File: src/upssc_map.vh
`ifndef UPSSC_MAP_VH
`define UPSSC_MAP_VH
// register byte offsets
`define UPSSC_OFF_STATUS 8'h00
`define UPSSC_OFF_DATA 8'h04
`define UPSSC_OFF_CTRL1 8'h08
`define UPSSC_OFF_CTRL2 8'h0C
`define UPSSC_OFF_CTRL3 8'h10
// status bit positions
`define UPSSC_ST_TX_EMPTY 7
`define UPSSC_ST_TX_DONE 6
`define UPSSC_ST_RX_FULL 5
`define UPSSC_ST_QUIET 4
`define UPSSC_ST_OVERRUN 3
`define UPSSC_ST_NOISE 2
`define UPSSC_ST_FRAMING 1
`define UPSSC_ST_PARITY 0
// status reset value and clear groups
`define UPSSC_STATUS_RST 8'hC0
`define UPSSC_TX_GROUP 8'hC0
`define UPSSC_RX_GROUP 8'h3F
// ctrl1 bit positions
`define UPSSC_C1_NINE 4
`define UPSSC_C1_WAKE_ADDR 3
`define UPSSC_C1_PAR_ON 2
`define UPSSC_C1_PAR_ODD 1
`define UPSSC_C1_PAR_IRQ 0
// ctrl2 bit positions
`define UPSSC_C2_TX_EMPTY_IRQ 7
`define UPSSC_C2_TX_DONE_IRQ 6
`define UPSSC_C2_RX_IRQ 5
`define UPSSC_C2_QUIET_IRQ 4
`define UPSSC_C2_TX_ON 3
`define UPSSC_C2_RX_ON 2
`define UPSSC_C2_BREAK 0
// ctrl3 bit positions
`define UPSSC_C3_IDLE_LVL 2
`define UPSSC_C3_PHASE 1
`define UPSSC_C3_LAST 0
// clock cycles per serial bit
`define UPSSC_BIT_CYCLES 16
`endif

File: src/upssc_parity.v
`timescale 1ns/10ps
module upssc_parity (
  // word and format
  input wire [8:0] WORD,
  input wire NINE,
  input wire ODD,
  // results
  output wire PAR,
  output wire MSB,
  output wire OK
);
  // odd parity flip
  // ones over the low 7 or 8 bits, flipped for odd parity
  assign PAR = (NINE ? ^WORD[7:0] : ^WORD[6:0]) ^ ODD;
  // most significant data bit of the word
  assign MSB = NINE ? WORD[8] : WORD[7];
  // received word passes when its top bit equals the computed parity
  assign OK = (MSB == PAR);
endmodule

File: src/upssc_top.v
`timescale 1ns/10ps
`include "upssc_map.vh"
module upssc_top #(
  parameter BIT_CYCLES = `UPSSC_BIT_CYCLES
) (
  // clock and reset
  input wire MCLK,
  input wire SRST,
  // apb slave
  input wire PSEL,
  input wire PENABLE,
  input wire PWRITE,
  input wire [7:0] PADDR,
  input wire [31:0] PWDATA,
  output reg [31:0] PRDATA,
  output wire PREADY,
  output wire PSLVERR,
  // receive shifter side
  input wire RX_WORD_VALID,
  input wire [8:0] RX_WORD,
  input wire RX_NOISE,
  input wire RX_FRAME_ERR,
  input wire RX_IDLE_DET,
  output wire RX_ENABLE,
  output wire RX_NINE,
  output reg ADDR_MARK,
  // power and interrupt
  input wire HALT_MODE,
  input wire IRQ_MASK,
  output wire IRQ,
  output wire WAKE_FROM_WAIT,
  // serial pins
  output reg TXD_O,
  output reg TXD_OE,
  output reg SCLK_O,
  output reg SCLK_OE
);
  //////////////////////////////////////////////////////////////////////////////
  // constants
  localparam [31:0] BIT_CYC = BIT_CYCLES; // bit length as a sized word
  localparam [15:0] BIT_LAST = BIT_CYC[15:0] - 16'h0001; // last cycle of a bit
  localparam [15:0] BIT_HALF = BIT_CYC[16:1]; // mid-bit point
  localparam [1:0] ST_IDLE = 2'h0;
  localparam [1:0] ST_START = 2'h1;
  localparam [1:0] ST_DATA = 2'h2;
  localparam [1:0] ST_STOP = 2'h3;
  localparam [1:0] KD_DATA = 2'h0; // data frame
  localparam [1:0] KD_PRE = 2'h1; // idle preamble
  localparam [1:0] KD_BRK = 2'h2; // break frame
  // address decode, used for reads and writes
  function is_mapped;
    input [7:0] a;
    begin
      is_mapped = (a == `UPSSC_OFF_STATUS) || (a == `UPSSC_OFF_DATA) ||
        (a == `UPSSC_OFF_CTRL1) || (a == `UPSSC_OFF_CTRL2) || (a == `UPSSC_OFF_CTRL3);
    end
  endfunction
  //////////////////////////////////////////////////////////////////////////////
  // state
  reg [7:0] status_q; // flag register
  reg [7:0] snap_q; // flags seen at last status read
  reg [4:0] ctrl1_q; // format and parity
  reg [7:0] ctrl2_q; // enables
  reg [2:0] ctrl3_q; // sync clock options
  reg [8:0] hold_q; // transmit holding word
  reg [8:0] rx_hold_q; // received word buffer
  reg quiet_arm_q; // idle flag may set
  reg pre_pend_q; // preamble owed
  reg [1:0] state_q; // transmitter state
  reg [1:0] kind_q; // current frame kind
  reg [8:0] sh_q; // transmit shifter
  reg [3:0] bidx_q; // data bit index
  reg [15:0] cyc_q; // cycle in bit

  //////////////////////////////////////////////////////////////////////////////
  // bus decode
  wire acc = PSEL & PENABLE; // access phase edge
  wire halted = HALT_MODE;
  wire act = acc & ~halted; // side effects allowed
  wire wr = act & PWRITE & is_mapped(PADDR);
  wire rd = act & ~PWRITE & is_mapped(PADDR);
  wire stat_rd = rd & (PADDR == `UPSSC_OFF_STATUS);
  wire data_wr = wr & (PADDR == `UPSSC_OFF_DATA);
  wire data_rd = rd & (PADDR == `UPSSC_OFF_DATA);
  // zero wait states; unmapped addresses report an error
  assign PREADY = 1'b1;
  assign PSLVERR = acc & ~is_mapped(PADDR);

  // control fields
  wire nine = ctrl1_q[`UPSSC_C1_NINE];
  wire par_on = ctrl1_q[`UPSSC_C1_PAR_ON];
  wire par_odd = ctrl1_q[`UPSSC_C1_PAR_ODD];
  wire tx_on = ctrl2_q[`UPSSC_C2_TX_ON];
  wire rx_on = ctrl2_q[`UPSSC_C2_RX_ON];
  wire idle_lvl = ctrl3_q[`UPSSC_C3_IDLE_LVL];
  wire phase_sel = ctrl3_q[`UPSSC_C3_PHASE];
  wire last_sel = ctrl3_q[`UPSSC_C3_LAST];
  // receiver settings
  // the receiver sees only its enable and the nine-bit format, never the clock options
  assign RX_ENABLE = rx_on & ~halted;
  assign RX_NINE = nine;
  //////////////////////////////////////////////////////////////////////////////
  // parity units
  wire tx_par;
  wire rx_msb;
  wire rx_ok;
  // transmit parity over holding word
  upssc_parity u_tx_par (
    .WORD(hold_q),
    .NINE(nine),
    .ODD(par_odd),
    .PAR(tx_par),
    .MSB(),
    .OK()
  );
  // receive parity over incoming word
  upssc_parity u_rx_par (
    .WORD(RX_WORD),
    .NINE(nine),
    .ODD(par_odd),
    .PAR(),
    .MSB(rx_msb),
    .OK(rx_ok)
  );
  // parity into msb
  // outgoing word with the top data bit replaced when parity is on
  wire [8:0] tx_word = !par_on ? hold_q :
    nine ? {tx_par, hold_q[7:0]} : {hold_q[8], tx_par, hold_q[6:0]};
  //////////////////////////////////////////////////////////////////////////////
  // transmitter timing
  wire bit_end = (cyc_q == BIT_LAST);
  wire [3:0] nbits = nine ? 4'h9 : 4'h8; // word length
  wire last_bit = (bidx_q == nbits - 4'h1);
  wire idle_go = (state_q == ST_IDLE) & tx_on;
  wire brk_req = ctrl2_q[`UPSSC_C2_BREAK];
  // move on not empty
  // a transfer needs the empty flag cleared by software first
  wire take_data = idle_go & ~pre_pend_q & ~brk_req &
    ~status_q[`UPSSC_ST_TX_EMPTY];
  wire frame_done = (state_q == ST_STOP) & bit_end;

  // transmitter state machine
  always @(posedge MCLK) begin
    if (SRST) begin
      state_q <= ST_IDLE;
      kind_q <= KD_DATA;
      sh_q <= 9'h000;
      bidx_q <= 4'h0;
      cyc_q <= 16'h0000;
    end else if (!halted) begin
      // bit timer runs in every state but idle
      cyc_q <= (state_q == ST_IDLE || bit_end) ? 16'h0000 : cyc_q + 16'h0001;
      case (state_q)
        // wait for preamble, break or data
        ST_IDLE: begin
          bidx_q <= 4'h0;
          if (idle_go & pre_pend_q) begin
            kind_q <= KD_PRE;
            state_q <= ST_START;
          end else if (idle_go & brk_req) begin
            kind_q <= KD_BRK;
            state_q <= ST_START;
          end else if (take_data) begin
            kind_q <= KD_DATA;
            sh_q <= tx_word;
            state_q <= ST_START;
          end
        end
        // start bit
        ST_START: begin
          state_q <= bit_end ? ST_DATA : ST_START;
        end
        // data bits, lsb first
        ST_DATA: begin
          if (bit_end) begin
            sh_q <= {1'b0, sh_q[8:1]};
            bidx_q <= bidx_q + 4'h1;
            if (last_bit) begin
              state_q <= ST_STOP;
            end
          end
        end
        // stop bit
        ST_STOP: begin
          state_q <= bit_end ? ST_IDLE : ST_STOP;
        end
        default: begin
          state_q <= ST_IDLE;
        end
      endcase
    end
  end
  //////////////////////////////////////////////////////////////////////////////
  // pin drive
  // data bits only
  wire pulse_win = (state_q == ST_DATA) & (kind_q == KD_DATA);
  wire pulse_en = pulse_win & (~last_bit | last_sel);
  wire first_half = (cyc_q < BIT_HALF);
  reg txd_n;
  // line level per state and frame kind
  always @* begin
    case (state_q)
      ST_START: txd_n = (kind_q == KD_PRE);
      ST_DATA: txd_n = (kind_q == KD_PRE) | ((kind_q == KD_DATA) & sh_q[0]);
      default: txd_n = 1'b1;
    endcase
  end
  // registered pins
  always @(posedge MCLK) begin
    if (SRST) begin
      TXD_O <= 1'b1;
      SCLK_O <= 1'b0;
      TXD_OE <= 1'b0;
      SCLK_OE <= 1'b0;
    end else if (!halted) begin
      TXD_O <= txd_n;
      SCLK_O <= idle_lvl ^ (pulse_en & (phase_sel ? first_half : ~first_half));
      TXD_OE <= tx_on | rx_on;
      SCLK_OE <= tx_on | rx_on;
    end
  end
  //////////////////////////////////////////////////////////////////////////////
  // flag events
  wire rx_evt = RX_WORD_VALID & rx_on & ~halted;
  wire rx_full = status_q[`UPSSC_ST_RX_FULL];
  wire or_set = rx_evt & rx_full;
  wire rx_full_flag_set = rx_evt & ~rx_full;
  wire nf_set = rx_full_flag_set & RX_NOISE;
  wire fe_set = rx_full_flag_set & RX_FRAME_ERR;
  wire pe_set = rx_full_flag_set & par_on & ~rx_ok;
  wire idle_set = RX_IDLE_DET & rx_on & quiet_arm_q & ~halted;
  wire tc_set = frame_done & (kind_q == KD_DATA);
  wire [7:0] set_v = {take_data, tc_set, rx_full_flag_set, idle_set, or_set, nf_set, fe_set, pe_set};
  wire [7:0] clr_v = ({8{data_wr}} & snap_q & `UPSSC_TX_GROUP) |
    ({8{data_rd}} & snap_q & `UPSSC_RX_GROUP);

  // status, snapshot and receive buffer
  always @(posedge MCLK) begin
    if (SRST) begin
      status_q <= `UPSSC_STATUS_RST;
      snap_q <= 8'h00;
      rx_hold_q <= 9'h000;
      quiet_arm_q <= 1'b1;
      ADDR_MARK <= 1'b0;
    end else if (!halted) begin
      // set wins over a clear in the same cycle
      status_q <= (status_q & ~clr_v) | set_v;
      if (stat_rd) begin
        snap_q <= PRDATA[7:0]; // exactly the flags this read returned
      end else if (data_wr) begin
        snap_q <= snap_q & ~`UPSSC_TX_GROUP;
      end else if (data_rd) begin
        snap_q <= snap_q & ~`UPSSC_RX_GROUP;
      end
      if (rx_full_flag_set) begin
        rx_hold_q <= RX_WORD;
        ADDR_MARK <= rx_msb;
      end
      if (rx_full_flag_set) begin
        quiet_arm_q <= 1'b1;
      end else if (idle_set) begin
        quiet_arm_q <= 1'b0;
      end
    end
  end

  //////////////////////////////////////////////////////////////////////////////
  // control registers and holding word
  // frozen in halt
  always @(posedge MCLK) begin
    if (SRST) begin
      ctrl1_q <= 5'h00;
      ctrl2_q <= 8'h00;
      ctrl3_q <= 3'h0;
      hold_q <= 9'h000;
      pre_pend_q <= 1'b0;
    end else if (!halted) begin
      if (data_wr) begin
        hold_q <= PWDATA[8:0];
      end
      if (wr && PADDR == `UPSSC_OFF_CTRL1) begin
        ctrl1_q <= PWDATA[4:0];
      end
      if (wr && PADDR == `UPSSC_OFF_CTRL2) begin
        ctrl2_q <= PWDATA[7:0] & 8'hFD;
      end
      if (wr && PADDR == `UPSSC_OFF_CTRL3) begin
        ctrl3_q <= PWDATA[2:0];
      end
      // enabling the transmitter owes an idle frame
      if (wr && PADDR == `UPSSC_OFF_CTRL2 && PWDATA[`UPSSC_C2_TX_ON] && !tx_on) begin
        pre_pend_q <= 1'b1;
      end else if (idle_go) begin
        pre_pend_q <= 1'b0;
      end
    end
  end

  //////////////////////////////////////////////////////////////////////////////
  // read data, loaded in the setup cycle
  always @(posedge MCLK) begin
    if (SRST) begin
      PRDATA <= 32'h00000000;
    end else if (PSEL & ~PENABLE & ~PWRITE) begin
      case (PADDR)
        `UPSSC_OFF_STATUS: PRDATA <= {24'h000000, status_q};
        `UPSSC_OFF_DATA: PRDATA <= {23'h0, rx_hold_q};
        `UPSSC_OFF_CTRL1: PRDATA <= {27'h0, ctrl1_q};
        `UPSSC_OFF_CTRL2: PRDATA <= {24'h000000, ctrl2_q};
        `UPSSC_OFF_CTRL3: PRDATA <= {29'h0, ctrl3_q};
        default: PRDATA <= 32'h00000000;
      endcase
    end
  end

  //////////////////////////////////////////////////////////////////////////////
  // interrupt
  // shared request
  wire any_evt = (status_q[`UPSSC_ST_TX_EMPTY] & ctrl2_q[`UPSSC_C2_TX_EMPTY_IRQ]) |
    (status_q[`UPSSC_ST_TX_DONE] & ctrl2_q[`UPSSC_C2_TX_DONE_IRQ]) |
    ((status_q[`UPSSC_ST_RX_FULL] | status_q[`UPSSC_ST_OVERRUN]) &
      ctrl2_q[`UPSSC_C2_RX_IRQ]) |
    (status_q[`UPSSC_ST_QUIET] & ctrl2_q[`UPSSC_C2_QUIET_IRQ]) |
    (status_q[`UPSSC_ST_PARITY] & ctrl1_q[`UPSSC_C1_PAR_IRQ]);
  assign IRQ = any_evt & ~IRQ_MASK;
  assign WAKE_FROM_WAIT = IRQ & ~halted;
endmodule

File: config.mk
export PLATFORM = sky130hd
export DESIGN_NAME = upssc_top
export DESIGN_NICKNAME = d
export VERILOG_FILES = /design/src/upssc_parity.v /design/src/upssc_top.v
export VERILOG_INCLUDE_DIRS = /design/src
export SDC_FILE = /design/constraint.sdc
export NUM_CORES = 1
export LEC_CHECK = 0
export BUFFER_PORTS_ARGS = -buffer_cell sky130_fd_sc_hd__buf_2
export CAP_MARGIN = 20
export CORE_UTILIZATION = 49
export CTS_CLUSTER_SIZE = 40
export DETAILED_ROUTE_END_ITERATION = 8
export HOLD_SLACK_MARGIN = 0.08
export PLACE_DENSITY = 0.73
export SYNTH_ARGS = -nofsm -noshare
export SYNTH_HDL_FRONTEND = slang
export SYNTH_HIERARCHICAL = 1
export SYNTH_SLANG_ARGS = --single-unit
File: constraint.sdc
create_clock -name MCLK -period 3.82 [get_ports MCLK]
set_input_delay 0.573 -clock MCLK [delete_from_list [all_inputs] [get_ports MCLK]]
set_output_delay 0.573 -clock MCLK [all_outputs]
set_load 0.02 [all_outputs]
==> impl_results.md, run 1 <==
* Status: finished clean
* # setup viols final at 0
* Share of layout cells above drive strength 1 at 0.167
* GR peak layer: met2
* Worst hold slack at 437 ps
* HPWL after DPL at 8090 µm
* DIE AREA at 10500 µm²
* Number of antenna-violating nets in the routed design at 0
* Synth Warn # at 6
* Final Max Slew Viols at 0
* Clock Tree Root: clkbuf_8
* Hold Vio Cnt, Final at 0
* Die Span Y at about 100 µm
* Hold Crit Class: in2reg
* CTS tree: built
* Placeable Area at 9770 µm²
* Worst setup EP type: primary output
* IO Port Bufs at 55
* CP dominant cell by count: buf_2
* Io pins at 103
* Fmax achieved at 399 MHz
* GPL Wtd Cong at 0.879
* Post-CTS setup buffers at 0
* Bufs and invs on worst path at 2
* Number of buffers created by CTS at 9
* Number of global-route vias before repair at 3749
* WP data arrival at 1930 ps
* DRC Markers at 0
* Placed inst area at 5200 µm²
* Worst Tran Pin Value at about 860 ps
* Maximum VDD drop at slightly above 200 µV
* Placed cells at 716
* DR vias/cell at 5.54
* Remaining Overflow, GRT at 0
* Final instance area at 5440 µm²
* PD cells at 352 nW/µm²
* Total track usage at 0.226
* Synthesized cell area at 4950 µm²
* Initial antenna violation count at 0
* CP peak stage delay at 420 ps
* M3 GR Usage at 0.0664
* Initial detailed-routing violation count at 194
* CP startpoint kind: input pin
* Initial Util at 0.507
* Clk_lat worst skew at between 300 and 400 ps
* Average wire per standard cell at 15.1 µm
* Die width at 103 µm
* Clock Skew at slightly below 8 ps
* TritonRoute pass-1 iters at 7
* Setup TNS at 0 ps
* Via count at 4052
* CP Cell Sequence: buf_2 > or3_4 > nor4_4 > a31oi_1 > nor2b_1 > buf_2
* Fin crit period at 2500 ps
* Worst rel slew slack at 0.423
* Final Non-Filler Cells at 732
* Syn avg cell area at 8.91 µm²
* Global-route wire length before repair at 18200 µm
* Critical path's slowest cell: or3_4
* CTS resizes at 0
* CTS sink count at 97
* Num rows at 36
* Gate Count Post-Synth at approximately 560
* Grt met1 use at 0.282
* Hold buffers post-CTS at 0
* Delay-heaviest family, CP: simple AND/OR/NAND/NOR gates
* H-tree Lvls at 3
* P&R area growth vs syn at 9.72%
* Nets@finish at 661
* Clock slew at reported path FFs at 90 ps
* Met2 Usage GRT at 0.371
* Period utilization at 0.656
* Maxcap violations at 0
* Largest net degree at the start of global routing at 45
* WL final at 11100 µm
* RSZ-0062 raised after global routing: false
* Critical path type: in2out
* Leakage at 2.11 nW
* FILL cells at 904
* Critical path required time at 3250 ps
* Design Power at 0.00191 W
* Max clock buf depth at 2
* Ant diodes at 0
* Crit path max fanout at 9
## registers in the layout (all words and copies together), names as in the netlist, 4 cells and up
register,count
cyc_q,16
PRDATA,9
hold_q,9
rx_hold_q,9
sh_q,9
snap_q,8
status_q,8
ctrl2_q,7
ctrl1_q,5
bidx_q,4
## cell type report
type	instances	area, µm²	share of cell area
clock buffers	11	151	0.0279
repair buffers	60	313	0.0576
clock inverters	5	85.1	0.0157
multi-input cells	417	2740	0.505
inverters	9	33.8	0.00622
well taps	133	166	0.0306
flip-flops and latches	97	1940	0.357
## through the flow
stage | util | worst slack [ps]
floorplan | - | 1670
detailed placement | 0.532 | 1250
finish | 0.556 | 1320
CTS | 0.556 | 1320
global placement | 0.532 | 1300
global route | 0.556 | 1260
## worst paths after layout
check	start	to	slack, ps	cells after the start
worst max register to register	cyc_q[0]	sh_q[5]	1660	6
worst min-delay path	PWDATA[8]	hold_q[8]	440	3
worst min register to register	PRDATA[8]	PRDATA[8]	460	2
worst max-delay path	PADDR[5]	PSLVERR	1320	6
## worst reg2reg max path: stages (launching register included)
cell and delay [ps]:
dfxtp_1 370, ha_1 200, and3_1 220, nand4_4 220
a211oi_4 710, nor2_1 140, a211oi_2 210
## power breakdown
| part | leakage (nW) | total, W | internal (W) | switching, W |
|---|---|---|---|---|
| Sequential | 0.782 | 0.00101 | 0.00101 | 0.00000192 |
| Combinational | 1.21 | 0.000131 | 0.0000417 | 0.0000889 |
| Clock | 0.116 | 0.000770 | 0.000408 | 0.000362 |
| Total | 2.11 | 0.00191 | 0.00146 | 0.000453 |
## metal layers
metal | vias to the layer above | share of wire
li1 | 1985 | -
met3 | 23 | 0.062
met2 | 136 | 0.47
met1 | 1908 | 0.44
met4 | 0 | 0.021
met5 | - | 0
## cell usage in the layout (no fill, tap or decap), types with 8 or more instances in the layout
master	count
mux2i_1	35
nand4_1	20
xnor2_1	19
inv_1	9
nor2b_1	9
nor2_1	65
a21oi_1	41
conb_1	24
and3_1	8
dfxtp_1	97
nand3_1	12
buf_2	55
xor2_1	8
nand2_1	62
clkbuf_8	11
Power figures use the tool's default switching activity.
==> run 2: changes to the inputs <==
==> constraint.sdc (replaced) <==
create_clock -name MCLK -period 2.5 [get_ports MCLK]
set_input_delay 0.375 -clock MCLK [delete_from_list [all_inputs] [get_ports MCLK]]
set_output_delay 0.375 -clock MCLK [all_outputs]
set_load 0.02 [all_outputs]
==> run 2 against run 1 <==
Global-route usage rose by 0.50 points. Non-clock buffer count rose by 12. Clock power rose by 38%. Power rose by 47%. Register-to-register slack got worse by 1400 ps. Sequential share of layout area fell by 0.37 points. Critical path depth rose by 1.
==> impl_results.md, run 2 (same netlist as run 1, synthesis figures left out) <==
* Number of global-route vias before repair at about 3800
* WL final at 11100 µm
* Clock Tree Root: clkbuf_8
* WP data arrival at 2490 ps
* TritonRoute pass-1 iters at 5
* Die Span Y at between 100 and 150 µm
* Initial antenna violation count at 0
* CP startpoint kind: register
* DIE AREA at 10500 µm²
* Number of antenna-violating nets in the routed design at 0
* CP Cell Sequence: inv_1 > ha_1 > mux2i_1 > a211oi_4 > buf_4 > nor2_1 > a211oi_1
* P&R area growth vs syn at 10.9%
* Die width at 103 µm
* CTS tree: built
* Critical path required time at 2790 ps
* Remaining Overflow, GRT at 0
* Clock slew at reported path FFs at 100 ps
* Leading cell type in the layout, fill and taps excluded: dfxtp_1
* Critical path's slowest cell: ha_1
* Placed inst area at 5290 µm²
* Clock Skew at roughly 13 ps
* Global-route wire length before repair at approximately 19000 µm
* Fmax achieved at 455 MHz
* Reg with most FFs: cyc_q
* Hold Crit Class: in2reg
* Period utilization at 0.879
* Maximum VDD drop at 392 µV
* Maxcap violations at 0
* Largest net degree at the start of global routing at 41
* Worst setup EP type: register
* Nets@finish at 673
* GPL Wtd Cong at 0.923
* FILL cells at 930
* Max FFs per register at 16
* Total track usage at 0.231
* Fin crit period at 2200 ps
* PD cells at between 500 and 600 nW/µm²
* FF/Latch Area at 1940 µm²
* Setup TNS at 0 ps
* Final instance area at 5490 µm²
* Hold buffers post-CTS at 0
* Initial detailed-routing violation count at 181
* DR vias/cell at 5.47
* H-tree Lvls at 3
* Critical path type: reg2reg
* Bufs and invs on worst path at 2
* Io pins at between 100 and 150
* Worst hold slack at 226 ps
* Clk_lat worst skew at between 300 and 400 ps
* Leakage at approximately 2.2 nW
* Max clock buf depth at 2
* Via count at 4066
* CTS sink count at 97
* Worst Tran Pin Value at 616 ps
* Placeable Area at 9770 µm²
* Ant diodes at 0
* Share of layout cells above drive strength 1 at 0.182
* CP peak stage delay at roughly 470 ps
* RSZ-0062 raised after global routing: false
* Delay-heaviest family, CP: compound AO/OA/AOI/OAI gates
* Hold Vio Cnt, Final at 0
* IO Port Bufs at 55
* Worst rel slew slack at 0.589
* Status: finished clean
* Initial Util at 0.507
* Final Max Slew Viols at 0
* CTS resizes at 0
* Num rows at 36
* Crit path max fanout at 12
* Average wire per standard cell at 15.0 µm
* Most frequent cells in the layout: dfxtp_1 (97), nor2_1 (65), nand2_1 (62), buf_2 (55), a21oi_1 (41)
* Post-CTS setup buffers at 0
* HPWL after DPL at 8310 µm
* Number of buffers created by CTS at 9
* Multi-input combinational cell area at 2740 µm²
* # setup viols final at 0
* DRC Markers at 0
-- run 2: final timing paths --
check,startpoint,end,cells past startpoint,slack [ps]
hold / removal,PWDATA[8],hold_q[8],3,230
setup reg to reg,state_q[0],sh_q[2],7,300
hold reg to reg,PRDATA[8],PRDATA[8],2,470
setup / recovery,state_q[0],sh_q[2],7,300
-- run 2: worst min-delay path, cell delays in order --
cell and delay [ps]:
buf_2 70, mux2i_1 50, nor2_1 70
-- run 2: metal layers --
layer / vias to the layer above / track usage / share of wire
met5: - / 0 / 0
met4: 0 / 0.104 / 0.026
met3: 28 / 0.0366 / 0.047
met2: 125 / 0.381 / 0.47
met1: 1903 / 0.299 / 0.46
li1: 2010 / - / -
-- run 2: where the power goes --
part | total (W) | switching (W) | internal, W
sequential | 0.00155 | 0.00000306 | 0.00155
clock | 0.00106 | 0.000587 | 0.000477
combinational | 0.000203 | 0.000133 | 0.0000694
total | 0.00282 | 0.000724 | 0.00209
-- run 2: cell type report --
class / instances / share of cell area
multi-input cells: 417 / 0.500
flip-flops and latches: 97 / 0.354
repair buffers: 72 / 0.0734
well taps: 133 / 0.0303
clock buffers: 10 / 0.0232
clock inverters: 6 / 0.0137
inverters: 9 / 0.00615
-- run 2: through the flow --
step	worst slack (ps)	utilization	power [W]	cells
2_1_floorplan	621	-	0.00175	578
3_3_place_gp	466	0.541	0.00179	728
3_5_place_dp	364	0.541	0.00179	728
4_1_cts	308	0.562	0.00283	744
5_1_grt	153	0.562	0.00292	744
6_report	302	0.562	0.00282	744
==> run 3: changes to the inputs <==
--- a/config.mk
+++ b/config.mk
@@ -8,11 +8,11 @@
 export LEC_CHECK = 0
 export BUFFER_PORTS_ARGS = -buffer_cell sky130_fd_sc_hd__buf_2
 export CAP_MARGIN = 20
-export CORE_UTILIZATION = 49
+export CORE_UTILIZATION = 45
 export CTS_CLUSTER_SIZE = 40
 export DETAILED_ROUTE_END_ITERATION = 8
 export HOLD_SLACK_MARGIN = 0.08
-export PLACE_DENSITY = 0.73
+export PLACE_DENSITY = 0.68
 export SYNTH_ARGS = -nofsm -noshare
 export SYNTH_HDL_FRONTEND = slang
 export SYNTH_HIERARCHICAL = 1
==> run 3 against run 2 <==
First-iteration DRC count up 57%. Sequential share of layout area unchanged. Routed wire length up 3.2%. Power up 0.23%. Critical path depth down 1. Final cell count up 0.27%. Global-route usage down 2.1 points. Register-to-register slack better by 210 ps.
==> impl_results.md, run 3 (same netlist as run 1, synthesis figures left out) <==
* Ant diodes at 0
* Status: finished clean
* HPWL after DPL at 8580 µm
* Nets@finish at ~670
* Crit path max fanout at 6
* Largest net degree at the start of global routing at 42
* CTS sink count at 97
* Num rows at 37
* DIE AREA at 11400 µm²
* Number of buffers created by CTS at 9
* Critical path type: in2out
* Clock Skew at approximately 13 ps
* Hold buffers post-CTS at 0
* Number of antenna-violating nets in the routed design at 0
* Worst Tran Pin Value at 657 ps
* Via count at between 4000 and 5000
* Share of layout cells above drive strength 1 at 0.180
* GPL Wtd Cong at 0.860
* CTS tree: built
* Post-CTS setup buffers at 0
* P&R area growth vs syn at 10.9%
* Reg with most FFs: cyc_q
* Hold Path End: hold_q[8]
* # setup viols final at 0
* Placeable Area at approximately 11000 µm²
* DR vias/cell at between 5 and 6
* CP startpoint kind: input pin
* Worst hold slack at 227 ps
* TritonRoute pass-1 iters at 4
* Clock Tree Root: clkbuf_8
* Total track usage at 0.211
* Most frequent cells in the layout: dfxtp_1 (97), nor2_1 (65), nand2_1 (62), buf_2 (55), a21oi_1 (41)
* Hold Crit Class: in2reg
* Worst setup EP type: primary output
* Maxcap violations at 0
* Remaining Overflow, GRT at 0
* Average wire per standard cell at roughly 15 µm
* RSZ-0062 raised after global routing: false
* IO Port Bufs at 55
* Reg-to-reg slack, setup at 510 ps
* Clock slew at reported path FFs at 100 ps
* Initial antenna violation count at 1
* Die width at roughly 110 µm
* Leakage at 2.15 nW
* Worst r2r src: cyc_q[0]
* Number of global-route vias before repair at 3788
* WP data arrival at 1730 ps
* Global-route wire length before repair at 18700 µm
* Clk_lat worst skew at 380 ps
* DRC Markers at 0
* Setup TNS at 0 ps
* Worst slack, placed at between 300 and 400 ps
* Hold path start: PWDATA[8]
* Io pins at 103
* Worst rel slew slack at 0.562
* Die Span Y at 107 µm
* Initial detailed-routing violation count at 284
* WL final at 11500 µm
* CTS resizes at 0
* Maximum VDD drop at 446 µV
* Max clock buf depth at 2
* Reg2reg path depth at 7
* FILL cells at a little under 1000
* Leading cell type in the layout, fill and taps excluded: dfxtp_1
* Period utilization at 0.841
* Final Max Slew Viols at 0
* PD cells at 514 nW/µm²
* H-tree Lvls at 3
* Fin crit period at around 2100 ps
* Max FFs per register at 16
* Critical path required time at around 2100 ps
* Final setup margin at 398 ps
* Reg-to-Reg End: sh_q[1]
* Hold Vio Cnt, Final at 0
* Initial Util at 0.471
* FF/Latch Area at ~2000 µm²
* Hold Path Stages at 3
* Multi-input combinational cell area at between 2000 and 3000 µm²
* Fmax achieved at 476 MHz
-- run 3: cell types whose count changed in the layout (fill, tap and decap cells not counted) --
cell / before / now
buf_4: 17 / 16
clkbuf_8: 9 / 11
clkinv_2: 0 / 1
clkinv_4: 2 / 1
inv_6: 1 / 0
inv_8: 1 / 0
-- run 3: how the worst max path moves through the flow --
stage	slack, ps	from	to
global route	320	cyc_q[0]	cyc_q[9]
floorplan	620	state_q[0]	sh_q[4]
global placement	430	PADDR[5]	PSLVERR
CTS	390	PADDR[5]	PSLVERR
finish	400	PADDR[5]	PSLVERR
detailed placement	400	PADDR[5]	PSLVERR
-- run 3: metal layers --
| layer | GRT usage | up-vias | share of wire |
|---|---|---|---|
| met4 | 0.0705 | 2 | 0.011 |
| met2 | 0.319 | 115 | 0.44 |
| met3 | 0.0505 | 13 | 0.074 |
| li1 | - | 2018 | - |
| met1 | 0.293 | 1885 | 0.48 |
| met5 | 0 | - | 0.00087 |
-- run 3: worst max-delay path: stages --
cell,delay [ps]
buf_2,110
or3_4,410
nor4_4,350
a31oi_1,150
nor2b_1,180
buf_2,150
-- run 3: final cells by class --
cell class              instances  area share
flip-flops and latches         97       0.354
clock buffers                  12      0.0283
multi-input cells             417       0.500
clock inverters                 4     0.00934
inverters                       9     0.00615
well taps                     136      0.0310
repair buffers                 71      0.0720
-- run 3: report_power, final --
part	internal, W	switching [W]	total [W]
sequential	0.00155	0.00000283	0.00155
clock	0.000518	0.000552	0.00107
combinational	0.0000680	0.000136	0.000204
-- run 3: through the flow --
| stage | utilization | instances | cell area, µm² | total power (W) |
|---|---|---|---|---|
| 2_1_floorplan | - | 578 | 5040 | 0.00175 |
| 5_1_grt | 0.523 | 746 | 5490 | 0.00294 |
| 4_1_cts | 0.523 | 746 | 5490 | 0.00285 |
| 3_5_place_dp | 0.503 | 730 | 5290 | 0.00179 |
| 3_3_place_gp | 0.503 | 730 | 5290 | 0.00179 |
| 6_report | 0.523 | 746 | 5490 | 0.00282 |
